[src/verilog/csd_pkg.sv]
// constants and types shared by the clock source and divider control block
package csd_pkg;
	// timing
	localparam int CLK_PERIOD_NS      = 10;
	localparam int XTAL_SETTLE_CYCLES = 992;
	localparam int WAKE_MIN_US        = 60;
	localparam int WAKE_EXTRA_CYCLES  = (WAKE_MIN_US * 1000 + CLK_PERIOD_NS - 1) / CLK_PERIOD_NS;
	localparam int WAKE_TOTAL_CYCLES  = XTAL_SETTLE_CYCLES + WAKE_EXTRA_CYCLES;
	localparam int DIV_MAX_RATIO      = 510;
	// frequencies
	localparam longint CPU_CORE_CLOCK_MAX_HZ       = 64'h0000_0000_00B7_1B00; // 12 MHz
	localparam longint CPU_CORE_CLOCK_LOW_POWER_HZ = 64'h0000_0000_007A_1200; // 8 MHz
	localparam longint RC_NOMINAL_HZ     = 64'h0000_0000_0070_80E8; // 7.373 MHz
	localparam longint WDT_OSC_HZ        = 64'h0000_0000_0006_1A80; // 400 kHz
	localparam longint XTAL_LOW_MAX_HZ   = 64'h0000_0000_0001_86A0; // 100 kHz
	localparam longint XTAL_MED_MAX_HZ   = 64'h0000_0000_003D_0900; // 4 MHz
	localparam longint EXT_CLK_MAX_HZ    = 64'h0000_0000_00B7_1B00; // 12 MHz
	// widths
	localparam int DIV_W  = 8;
	localparam int TRIM_W = 6;
	// register word indices (byte address is four times the index)
	localparam logic [2:0] REG_DIVIDER = 3'h0;
	localparam logic [2:0] REG_AUX     = 3'h1;
	localparam logic [2:0] REG_TRIM    = 3'h2;
	localparam logic [2:0] REG_STATUS  = 3'h3;
	// field positions
	localparam int AUX_LOW_POWER_BIT  = 7;
	localparam int TRIM_CLKOUT_EN_BIT = 6;
	localparam int STAT_SRC_LSB       = 0;
	localparam int STAT_WAKE_BIT      = 3;
	localparam int STAT_CLKOUT_BIT    = 4;
	localparam int STAT_RC_RUN_BIT    = 5;
	localparam int STAT_OVER_MAX_BIT  = 6;
	localparam int STAT_ABOVE_LP_BIT  = 7;
	// reset values
	localparam logic [7:0]  DIVIDER_RESET   = 8'h00;
	localparam logic        LOW_POWER_RESET = 1'b0;
	localparam logic        CLKOUT_EN_POR   = 1'b0;
	localparam logic [31:0] READ_UNMAPPED   = 32'h0000_0000;
	// nonvolatile clock source codes
	localparam logic [2:0] SRC_RC        = 3'h0;
	localparam logic [2:0] SRC_WDT       = 3'h1;
	localparam logic [2:0] SRC_EXT       = 3'h2;
	localparam logic [2:0] SRC_XTAL_LOW  = 3'h4;
	localparam logic [2:0] SRC_XTAL_MED  = 3'h5;
	localparam logic [2:0] SRC_XTAL_HIGH = 3'h6;
	// crystal amplifier range codes
	localparam logic [1:0] RANGE_LOW  = 2'h0;
	localparam logic [1:0] RANGE_MED  = 2'h1;
	localparam logic [1:0] RANGE_HIGH = 2'h2;
	localparam logic [1:0] RANGE_OFF  = 2'h3;

	typedef enum logic [1:0] {ST_CFG, ST_WAKE, ST_RUN, ST_DOWN} csd_state_type;
endpackage : csd_pkg

[src/verilog/csd_clock_divider.sv]
// cpu clock divider producing one tick per cpu clock period
`timescale 1ns/100ps
`default_nettype none
module csd_clock_divider #(
	parameter int DIV_W = 8
) (
	input  wire logic             clk,
	input  wire logic             rst_n,
	input  wire logic             enable,
	input  wire logic [DIV_W-1:0] div_value,
	output logic                  tick,
	output logic [DIV_W-1:0]      active_div
);
	logic [DIV_W:0] cnt;
	logic [DIV_W:0] limit;
	logic           wrap;

	// zero passes every cycle, n gives a period of 2n cycles
	assign limit = {active_div, 1'b0} - {{DIV_W{1'b0}}, 1'b1};
	assign wrap  = (active_div == '0) || (cnt == limit);

	// new setting is taken only where a cpu period ends, and every cycle while disabled
	always_ff @(posedge clk) begin
		if (!rst_n || !enable) begin
			cnt        <= '0;
			tick       <= 1'b0;
			active_div <= rst_n ? div_value : '0;
		end else if (wrap) begin
			cnt        <= '0;
			tick       <= 1'b1;
			active_div <= div_value;
		end else begin
			cnt        <= cnt + {{DIV_W{1'b0}}, 1'b1};
			tick       <= 1'b0;
		end
	end

	// period bookkeeping for the checks below
	logic [DIV_W+1:0] since;
	logic [DIV_W+1:0] len;
	logic             seen;
	always_ff @(posedge clk) begin
		if (!rst_n || !enable) begin
			since <= '0;
			len   <= '0;
			seen  <= 1'b0;
		end else if (wrap) begin
			since <= {{(DIV_W+1){1'b0}}, 1'b1};
			len   <= (div_value == '0) ? {{(DIV_W+1){1'b0}}, 1'b1} : {1'b0, div_value, 1'b0};
			seen  <= 1'b1;
		end else begin
			since <= since + {{(DIV_W+1){1'b0}}, 1'b1};
		end
	end
endmodule : csd_clock_divider
`default_nettype wire

[src/verilog/csd_clock_control.sv]
// clock source selection, cpu clock divider, wake-up delay and clock output
//
// Operation
// machine cycle spans two cpu clocks
// peripheral clock runs at half cpu clock
// cpu clock divider reaches ratio 510
// divider changes never stop execution
// internal rc oscillator usable as source
// six-bit trim loaded at reset, writable
// watchdog oscillator selectable as source
// source chosen by nonvolatile bits only
// crystal offers low, medium, high ranges
// low-power bit clears on every reset
// clock output only when crystal unused
// trim register bit enables clock output
// external clock runs 0 to 12 MHz
// crystal wake holds cpu 992 cycles plus
// cpu clock limited to 12 MHz
// only power-on reset reloads trim
// rc stops in power-down unless rtc
// zero passes through, n divides 2n
// divider change lands on cpu boundary
//
// Design decisions made here: the Avalon-MM slave port and the register offsets.
`timescale 1ns/100ps
`default_nettype none
module csd_clock_control #(
	parameter int     WAKE_CYCLES = csd_pkg::WAKE_TOTAL_CYCLES,
	parameter longint OSC_HZ      = csd_pkg::CPU_CORE_CLOCK_MAX_HZ
) (
	input  wire logic        MCLK,
	input  wire logic        RESET_N,
	input  wire logic        POWER_ON_RESET,
	input  wire logic [2:0]  CFG_CLOCK_SOURCE,
	input  wire logic [5:0]  FACTORY_TRIM,
	input  wire logic        POWER_DOWN,
	input  wire logic        RTC_ENABLE,
	input  wire logic        RTC_ON_CRYSTAL,
	input  wire logic [2:0]  ADDRESS,
	input  wire logic        READ,
	input  wire logic        WRITE,
	input  wire logic [31:0] WRITEDATA,
	input  wire logic [3:0]  BYTEENABLE,
	output logic [31:0]      READDATA,
	output logic             WAITREQUEST,
	output logic             CPU_CLK_TICK,
	output logic             MACHINE_CYCLE,
	output logic             PERIPH_CLK,
	output logic             CLKOUT_O,
	output logic             CLKOUT_OE,
	output logic             RC_OSC_ENABLE,
	output logic [5:0]       RC_TRIM,
	output logic             WDT_OSC_ENABLE,
	output logic             XTAL_OSC_ENABLE,
	output logic [1:0]       XTAL_RANGE,
	output logic             LOW_POWER_CLOCK,
	output logic             CPU_HOLD
);
	csd_pkg::csd_state_type state;
	logic [15:0]                    wake_cnt;
	logic [2:0]                     src;
	logic [csd_pkg::DIV_W-1:0]      cpu_clock_divider;
	logic [csd_pkg::DIV_W-1:0]      active_div;
	logic [csd_pkg::TRIM_W-1:0]     trim;
	logic                           clock_output_enable;
	logic                           low_power_clock_flag;
	logic                           src_is_xtal;
	logic                           clkout_allowed;
	logic                           clkout_run;
	logic                           cpu_tick;
	logic                           mc_phase;
	logic                           over_max;
	logic                           above_lp;
	logic                           wr_go;
	logic [31:0]                    next_rdata;
	logic [9:0]                     divisor;

	assign src_is_xtal    = src[2];
	assign clkout_allowed = !src_is_xtal && !RTC_ON_CRYSTAL;
	assign clkout_run     = clkout_allowed && clock_output_enable;
	assign wr_go          = WRITE && !WAITREQUEST;
	assign divisor        = (active_div == '0) ? 10'h001 : {1'b0, active_div, 1'b0};

	// wake-up sequence: crystal sources wait for settling before cpu runs
	always_ff @(posedge MCLK) begin
		if (!RESET_N) begin
			state    <= csd_pkg::ST_CFG;
			wake_cnt <= '0;
		end else begin
			case (state)
				csd_pkg::ST_CFG: begin
					wake_cnt <= '0;
					state    <= CFG_CLOCK_SOURCE[2] ? csd_pkg::ST_WAKE : csd_pkg::ST_RUN;
				end
				csd_pkg::ST_WAKE: begin
					if (POWER_DOWN) begin
						state <= csd_pkg::ST_DOWN;
					end else if (wake_cnt == 16'(WAKE_CYCLES - 1)) begin
						state <= csd_pkg::ST_RUN;
					end else begin
						wake_cnt <= wake_cnt + 16'h0001;
					end
				end
				csd_pkg::ST_RUN: begin
					if (POWER_DOWN) begin
						state <= csd_pkg::ST_DOWN;
					end
				end
				csd_pkg::ST_DOWN: begin
					wake_cnt <= '0;
					if (!POWER_DOWN) begin
						state <= src_is_xtal ? csd_pkg::ST_WAKE : csd_pkg::ST_RUN;
					end
				end
				default: begin
					state <= csd_pkg::ST_CFG;
				end
			endcase
		end
	end

	// clock source strap caught once, right after reset release
	always_ff @(posedge MCLK) begin
		if (!RESET_N) begin
			src <= csd_pkg::SRC_RC;
		end else if (state == csd_pkg::ST_CFG) begin
			src <= CFG_CLOCK_SOURCE;
		end
	end

	// oscillator enables and crystal range follow the strapped source
	always_ff @(posedge MCLK) begin
		if (!RESET_N) begin
			RC_OSC_ENABLE   <= 1'b0;
			WDT_OSC_ENABLE  <= 1'b0;
			XTAL_OSC_ENABLE <= 1'b0;
			XTAL_RANGE      <= csd_pkg::RANGE_OFF;
		end else begin
			RC_OSC_ENABLE   <= (src == csd_pkg::SRC_RC) &&
				(state != csd_pkg::ST_DOWN || RTC_ENABLE);
			WDT_OSC_ENABLE  <= (src == csd_pkg::SRC_WDT) && (state != csd_pkg::ST_DOWN);
			XTAL_OSC_ENABLE <= (src_is_xtal || RTC_ON_CRYSTAL) && (state != csd_pkg::ST_DOWN);
			case (src)
				csd_pkg::SRC_XTAL_LOW:  XTAL_RANGE <= csd_pkg::RANGE_LOW;
				csd_pkg::SRC_XTAL_MED:  XTAL_RANGE <= csd_pkg::RANGE_MED;
				csd_pkg::SRC_XTAL_HIGH: XTAL_RANGE <= csd_pkg::RANGE_HIGH;
				default:                XTAL_RANGE <= csd_pkg::RANGE_OFF;
			endcase
		end
	end

	// cpu clock divider, enabled only while running
	csd_clock_divider #(
		.DIV_W      (csd_pkg::DIV_W)
	) u_divider (
		.clk        (MCLK),
		.rst_n      (RESET_N),
		.enable     (state == csd_pkg::ST_RUN),
		.div_value  (cpu_clock_divider),
		.tick       (cpu_tick),
		.active_div (active_div)
	);
	assign CPU_CLK_TICK = cpu_tick;

	// peripheral clock, machine cycle strobe and clock output pin
	always_ff @(posedge MCLK) begin
		if (!RESET_N) begin
			mc_phase      <= 1'b0;
			MACHINE_CYCLE <= 1'b0;
			PERIPH_CLK    <= 1'b0;
			CLKOUT_O      <= 1'b0;
			CLKOUT_OE     <= 1'b0;
			CPU_HOLD      <= 1'b1;
		end else begin
			MACHINE_CYCLE <= cpu_tick && mc_phase;
			CLKOUT_OE     <= clkout_run;
			CPU_HOLD      <= (state != csd_pkg::ST_RUN);
			if (cpu_tick) begin
				mc_phase   <= !mc_phase;
				PERIPH_CLK <= !PERIPH_CLK;
			end
			if (!clkout_run) begin
				CLKOUT_O <= 1'b0;
			end else if (cpu_tick) begin
				CLKOUT_O <= !CLKOUT_O;
			end
		end
	end

	// divider register: any reset clears it, writes land any time
	always_ff @(posedge MCLK) begin
		if (!RESET_N) begin
			cpu_clock_divider <= csd_pkg::DIVIDER_RESET;
		end else if (wr_go && ADDRESS == csd_pkg::REG_DIVIDER && BYTEENABLE[0]) begin
			cpu_clock_divider <= WRITEDATA[7:0];
		end
	end

	// low-power flag in the auxiliary function register
	always_ff @(posedge MCLK) begin
		if (!RESET_N) begin
			low_power_clock_flag <= csd_pkg::LOW_POWER_RESET;
		end else if (wr_go && ADDRESS == csd_pkg::REG_AUX && BYTEENABLE[0]) begin
			low_power_clock_flag <= WRITEDATA[csd_pkg::AUX_LOW_POWER_BIT];
		end
	end

	// trim and clock output enable survive all but power-on reset
	always_ff @(posedge MCLK) begin
		if (!RESET_N) begin
			if (POWER_ON_RESET) begin
				trim                <= FACTORY_TRIM;
				clock_output_enable <= csd_pkg::CLKOUT_EN_POR;
			end
		end else if (wr_go && ADDRESS == csd_pkg::REG_TRIM && BYTEENABLE[0]) begin
			trim                <= WRITEDATA[csd_pkg::TRIM_W-1:0];
			clock_output_enable <= WRITEDATA[csd_pkg::TRIM_CLKOUT_EN_BIT];
		end
	end

	// cpu clock against the 12 MHz ceiling and the 8 MHz low-power bound
	always_ff @(posedge MCLK) begin
		if (!RESET_N) begin
			over_max <= 1'b0;
			above_lp <= 1'b0;
		end else begin
			over_max <= 64'(OSC_HZ) > (64'(csd_pkg::CPU_CORE_CLOCK_MAX_HZ) * 64'(divisor));
			above_lp <= 64'(OSC_HZ) > (64'(csd_pkg::CPU_CORE_CLOCK_LOW_POWER_HZ) * 64'(divisor));
		end
	end

	// flop copies for the pins
	always_ff @(posedge MCLK) begin
		if (!RESET_N) begin
			RC_TRIM         <= '0;
			LOW_POWER_CLOCK <= csd_pkg::LOW_POWER_RESET;
		end else begin
			RC_TRIM         <= trim;
			LOW_POWER_CLOCK <= low_power_clock_flag;
		end
	end

	// read data selection, unmapped words read as zero
	always_comb begin
		next_rdata = csd_pkg::READ_UNMAPPED;
		case (ADDRESS)
			csd_pkg::REG_DIVIDER: next_rdata[7:0] = cpu_clock_divider;
			csd_pkg::REG_AUX:     next_rdata[csd_pkg::AUX_LOW_POWER_BIT] = low_power_clock_flag;
			csd_pkg::REG_TRIM: begin
				next_rdata[csd_pkg::TRIM_W-1:0]         = trim;
				next_rdata[csd_pkg::TRIM_CLKOUT_EN_BIT] = clock_output_enable;
			end
			csd_pkg::REG_STATUS: begin
				next_rdata[csd_pkg::STAT_SRC_LSB +: 3]  = src;
				next_rdata[csd_pkg::STAT_WAKE_BIT]     = (state == csd_pkg::ST_WAKE);
				next_rdata[csd_pkg::STAT_CLKOUT_BIT]   = clkout_run;
				next_rdata[csd_pkg::STAT_RC_RUN_BIT]   = RC_OSC_ENABLE;
				next_rdata[csd_pkg::STAT_OVER_MAX_BIT] = over_max;
				next_rdata[csd_pkg::STAT_ABOVE_LP_BIT] = above_lp;
			end
			default: next_rdata = csd_pkg::READ_UNMAPPED;
		endcase
	end

	// avalon slave: one wait cycle, then a one-cycle answer
	always_ff @(posedge MCLK) begin
		if (!RESET_N) begin
			WAITREQUEST <= 1'b1;
			READDATA    <= csd_pkg::READ_UNMAPPED;
		end else begin
			WAITREQUEST <= !((READ || WRITE) && WAITREQUEST);
			if (READ && WAITREQUEST) begin
				READDATA <= next_rdata;
			end
		end
	end

	// helper: cpu ticks since the last machine cycle strobe
	logic [1:0] ticks_in_mc;
	always_ff @(posedge MCLK) begin
		if (!RESET_N) begin
			ticks_in_mc <= '0;
		end else if (MACHINE_CYCLE) begin
			ticks_in_mc <= cpu_tick ? 2'h1 : 2'h0;
		end else if (cpu_tick && ticks_in_mc != 2'h3) begin
			ticks_in_mc <= ticks_in_mc + 2'h1;
		end
	end
endmodule : csd_clock_control
`default_nettype wire

[config.mk]
export PLATFORM = sky130hd
export DESIGN_NAME = csd_clock_control
export DESIGN_NICKNAME = d
export VERILOG_FILES = /design/src/verilog/csd_pkg.sv /design/src/verilog/csd_clock_divider.sv /design/src/verilog/csd_clock_control.sv
export SDC_FILE = /design/constraint.sdc
export NUM_CORES = 1
export LEC_CHECK = 0
export ABC_AREA = 1
export BUFFER_PORTS_ARGS = -buffer_cell sky130_fd_sc_hd__buf_2
export CORE_MARGIN = 2
export CORE_UTILIZATION = 43
export CTS_BUF_LIST = sky130_fd_sc_hd__clkbuf_2 sky130_fd_sc_hd__clkbuf_4 sky130_fd_sc_hd__clkbuf_8
export DETAILED_ROUTE_END_ITERATION = 16
export SLEW_MARGIN = 20
export SYNTH_ARGS = -nofsm -noshare
export SYNTH_HDL_FRONTEND = slang
export SYNTH_HIERARCHICAL = 1
export SYNTH_SLANG_ARGS = --single-unit
[constraint.sdc]
create_clock -name MCLK -period 5.7 [get_ports MCLK]
set_input_delay 0.57 -clock MCLK [delete_from_list [all_inputs] [get_ports MCLK]]
set_output_delay 0.57 -clock MCLK [all_outputs]
set_load 0.01 [all_outputs]
==> results.sh <==
export IMPL_outcome="completed"
export IMPL_n_antenna_cell=0
export IMPL_cts_root_buf="clkbuf_8"
export IMPL_die_w_um=149
export IMPL_cts_sinks=84
export IMPL_cts_resized=0
export IMPL_synth_edf_count=15
export IMPL_drtIter0Drc=462
export IMPL_hold_viol_final=0
export IMPL_mostFrequentLayoutCells="311 x nand2_1, 239 x inv_1, 122 x nor2_1"
export IMPL_grt_pass1_wl_um=36100
export IMPL_start_util=0.435
export IMPL_worstSetupEndpointType="flip-flop"
export IMPL_vias=7843
export IMPL_crit_type="flip-flop to flip-flop"
export IMPL_io_buffers=55
export IMPL_wirelength_um=21600
export IMPL_via_per_inst=4.83
export IMPL_worst_slew_pin_slew_ps=1010
export IMPL_r2r_end="above_lp$_SDFF_PN0_"
export IMPL_wl_per_cell_um=13.3
export IMPL_drt_antenna_violating_nets=0
export IMPL_dp_hpwl_um=17900
export IMPL_coreArea_mm2=0.0208
export IMPL_cts_tree="built"
export IMPL_pre_cts_ws_ps=425
export IMPL_slew_headroom=0.318
export IMPL_die_h_um=149
export IMPL_cts_made_buffers=9
export IMPL_min_to="WAITREQUEST$_SDFF_PN1_"
export IMPL_num_io_pins=107
export IMPL_synthFlopType="dfxtp_1"
export IMPL_power_per_cell_area_mw_per_mm2=213
export IMPL_final_common_cell="nand2_1"
export IMPL_start_kind="flip-flop"
export IMPL_seq_area_frac_synth=0.202
export IMPL_cts_hold_fix_buffers=0
export IMPL_max_freq_ghz=0.187
export IMPL_antenna_found_initial=0
export IMPL_insertion_delay_ps=370
export IMPL_r2r_slack_ps=340
export IMPL_skew_ps=16.6
export IMPL_slew_viol_final=0
export IMPL_fp_row_count=53
export IMPL_synthToLayoutAreaGrowth_pct=8.48
export IMPL_path_max_fanout=9
export IMPL_synth_seq_cells=84
export IMPL_synthesis_area_mm2=0.00906
export IMPL_hp_class="primary input to flip-flop"
export IMPL_final_cells=1625
export IMPL_layout_drive_gt1_share=0.0756
export IMPL_post_route_drc_count=0
export IMPL_p_leak_uw=0.00525
export IMPL_ys_warn_count=6
export IMPL_syn_inst=1273
export IMPL_gp_congestion=0.860
export IMPL_fill_cells=2164
export IMPL_reg2reg_from="u_divider/active_div[2]$_DFFE_PP_"
export IMPL_worstHoldStart="READ"
export IMPL_seq_area_mm2=0.00183
export IMPL_min_period_ps=5360
export IMPL_hold_depth=2
export IMPL_dp_cells=1608
export IMPL_setup_viol=0
export IMPL_fin_tns_setup_ps=0
export IMPL_drv_cap=0
export IMPL_die_area_mm2=0.0222
export IMPL_track_usage=0.203
export IMPL_ff2ff_path_depth=23
export IMPL_async_flop_share=0
export IMPL_fin_ws_ps=344
export IMPL_htreeDepth=3
export IMPL_clk_path_buf_depth=2
export IMPL_rsz0062_at_grt="false"
export IMPL_irDropWorstVdd_uv=144
export IMPL_syn_mean_instance_area_um2=7.11
export IMPL_first_global_vias=7393
export IMPL_grt_overflow_total=0
export IMPL_layout_nets=1573
export IMPL_required_ps=5960
export IMPL_grt_max_degree=41
export IMPL_cts_setup_buffers=0
export IMPL_arrival_ps=5610
export IMPL_ys_types=44
export IMPL_multiInputGateArea_mm2=0.00617
export IMPL_drt_pass1_iterations=5
export IMPL_path_clk_slew_ps=90
export IMPL_post_route_period_util=0.940
-- logic make-up (layout without fill, tap and decap cells) --
logic type	after synthesis	count (layout)	share of synthesized area
compound gates	121	121	0.0705
xor+xnor	41	41	0.0397
fa+ha+maj	172	172	0.287
buf+inv	282	329	0.130
flops	84	84	0.202
other cells	2	32	0.000829
simple gates	571	571	0.270
-- where the power goes --
part | switching [uW] | internal (uW) | leakage, uW | total [uW]
logic | 657 | 353 | 0.00442 | 1010
clock network | 238 | 165 | 0.0000975 | 403
registers | 36.0 | 648 | 0.000726 | 684
-- registers in the layout, summed over array words and instances (netlist names), 2 cells and up --
signal	flops
RC_TRIM	6
READDATA	8
XTAL_RANGE	2
cpu_clock_divider	8
src	3
state	2
trim	6
u_divider/active_div	8
u_divider/cnt	9
wake_cnt	16
-- metrics by stage --
| stage | hold slack (ps) | area, um2 | total power [uW] | util |
|---|---|---|---|---|
| floorplan | 420 | 9170 | 1470 | - |
| global placement | 420 | 9630 | 1700 | 0.462 |
| detailed placement | 441 | 9630 | 1700 | 0.462 |
| global route | 406 | 9820 | 2300 | 0.472 |
| finish | 422 | 9820 | 2100 | 0.472 |
| CTS | 416 | 9810 | 2110 | 0.471 |
-- worst max-delay path: stages (launching register included) --
cell and delay [ps]:
edfxtp_1 510, inv_1 120, ha_1 210, nand2_1 50, nor2_1 40, nand2_1 90, clkinv_1 280, nor2_1 240
nor2_1 60, nor2_1 240, ha_1 320, ha_1 330, fa_1 500, inv_1 50, fa_1 520, inv_1 40
ha_1 350, a21o_1 200, a21oi_1 220, nand3_1 160, a21oi_1 180, xor2_1 160, nand3_1 100, nor2_1 240
-- cells in the mapped netlist (2+ instances only) --
master	count	share of area
nand3b_1	13	0.011
nor3_1	16	0.0088
nand3_1	75	0.041
buf_2	2	0.0011
dfxtp_1	69	0.15
nand2_1	311	0.13
nand4_1	12	0.0083
o22ai_1	2	0.0014
xor2_1	30	0.029
o211ai_1	2	0.0017
and2_1	2	0.0014
conb_1	2	0.00083
or2_2	2	0.0014
xnor2_1	11	0.011
nor4_1	4	0.0028
clkbuf_1	9	0.0037
nor2_1	122	0.051
edfxtp_1	15	0.050
nor2_2	4	0.0028
fa_1	60	0.13
a21o_1	5	0.0041
clkinv_1	3	0.0012
o21bai_1	3	0.0025
o21ai_0	33	0.018
buf_4	24	0.020
nand3_4	2	0.0039
nor3_2	2	0.0022
a21oi_1	73	0.040
inv_1	239	0.099
ha_1	112	0.15
-- final cells by class --
class                   instances  share of cell area
multi-input cells             937               0.628
flip-flops and latches         84               0.186
inverters                     243              0.0928
repair buffers                 70              0.0395
well taps                     275              0.0350
clock buffers                   9              0.0126
clock inverters                 7             0.00599
-- per-layer routing --
| metal | part of all wire | vias to the layer above | GRT usage |
|---|---|---|---|
| li1 | - | 4064 | - |
| met1 | 0.49 | 3625 | 0.280 |
| met2 | 0.47 | 133 | 0.341 |
| met3 | 0.036 | 21 | 0.0257 |
| met4 | 0.012 | 0 | 0.0424 |
| met5 | 0 | - | 0 |
-- worst max path at each step --
stage / to / slack (ps) / cells after the start / from
after floorplan: above_lp$_SDFF_PN0_ / 620 / 26 / u_divider/active_div[6]$_DFFE_PP_
after global placement: above_lp$_SDFF_PN0_ / 420 / 26 / u_divider/active_div[7]$_DFFE_PP_
after detailed placement: above_lp$_SDFF_PN0_ / 420 / 23 / u_divider/active_div[7]$_DFFE_PP_
after CTS: above_lp$_SDFF_PN0_ / 370 / 23 / u_divider/active_div[7]$_DFFE_PP_
after global routing: above_lp$_SDFF_PN0_ / 30 / 23 / u_divider/active_div[2]$_DFFE_PP_
final: above_lp$_SDFF_PN0_ / 340 / 23 / u_divider/active_div[2]$_DFFE_PP_
No activity file was read; power rests on OpenSTA's default activity.
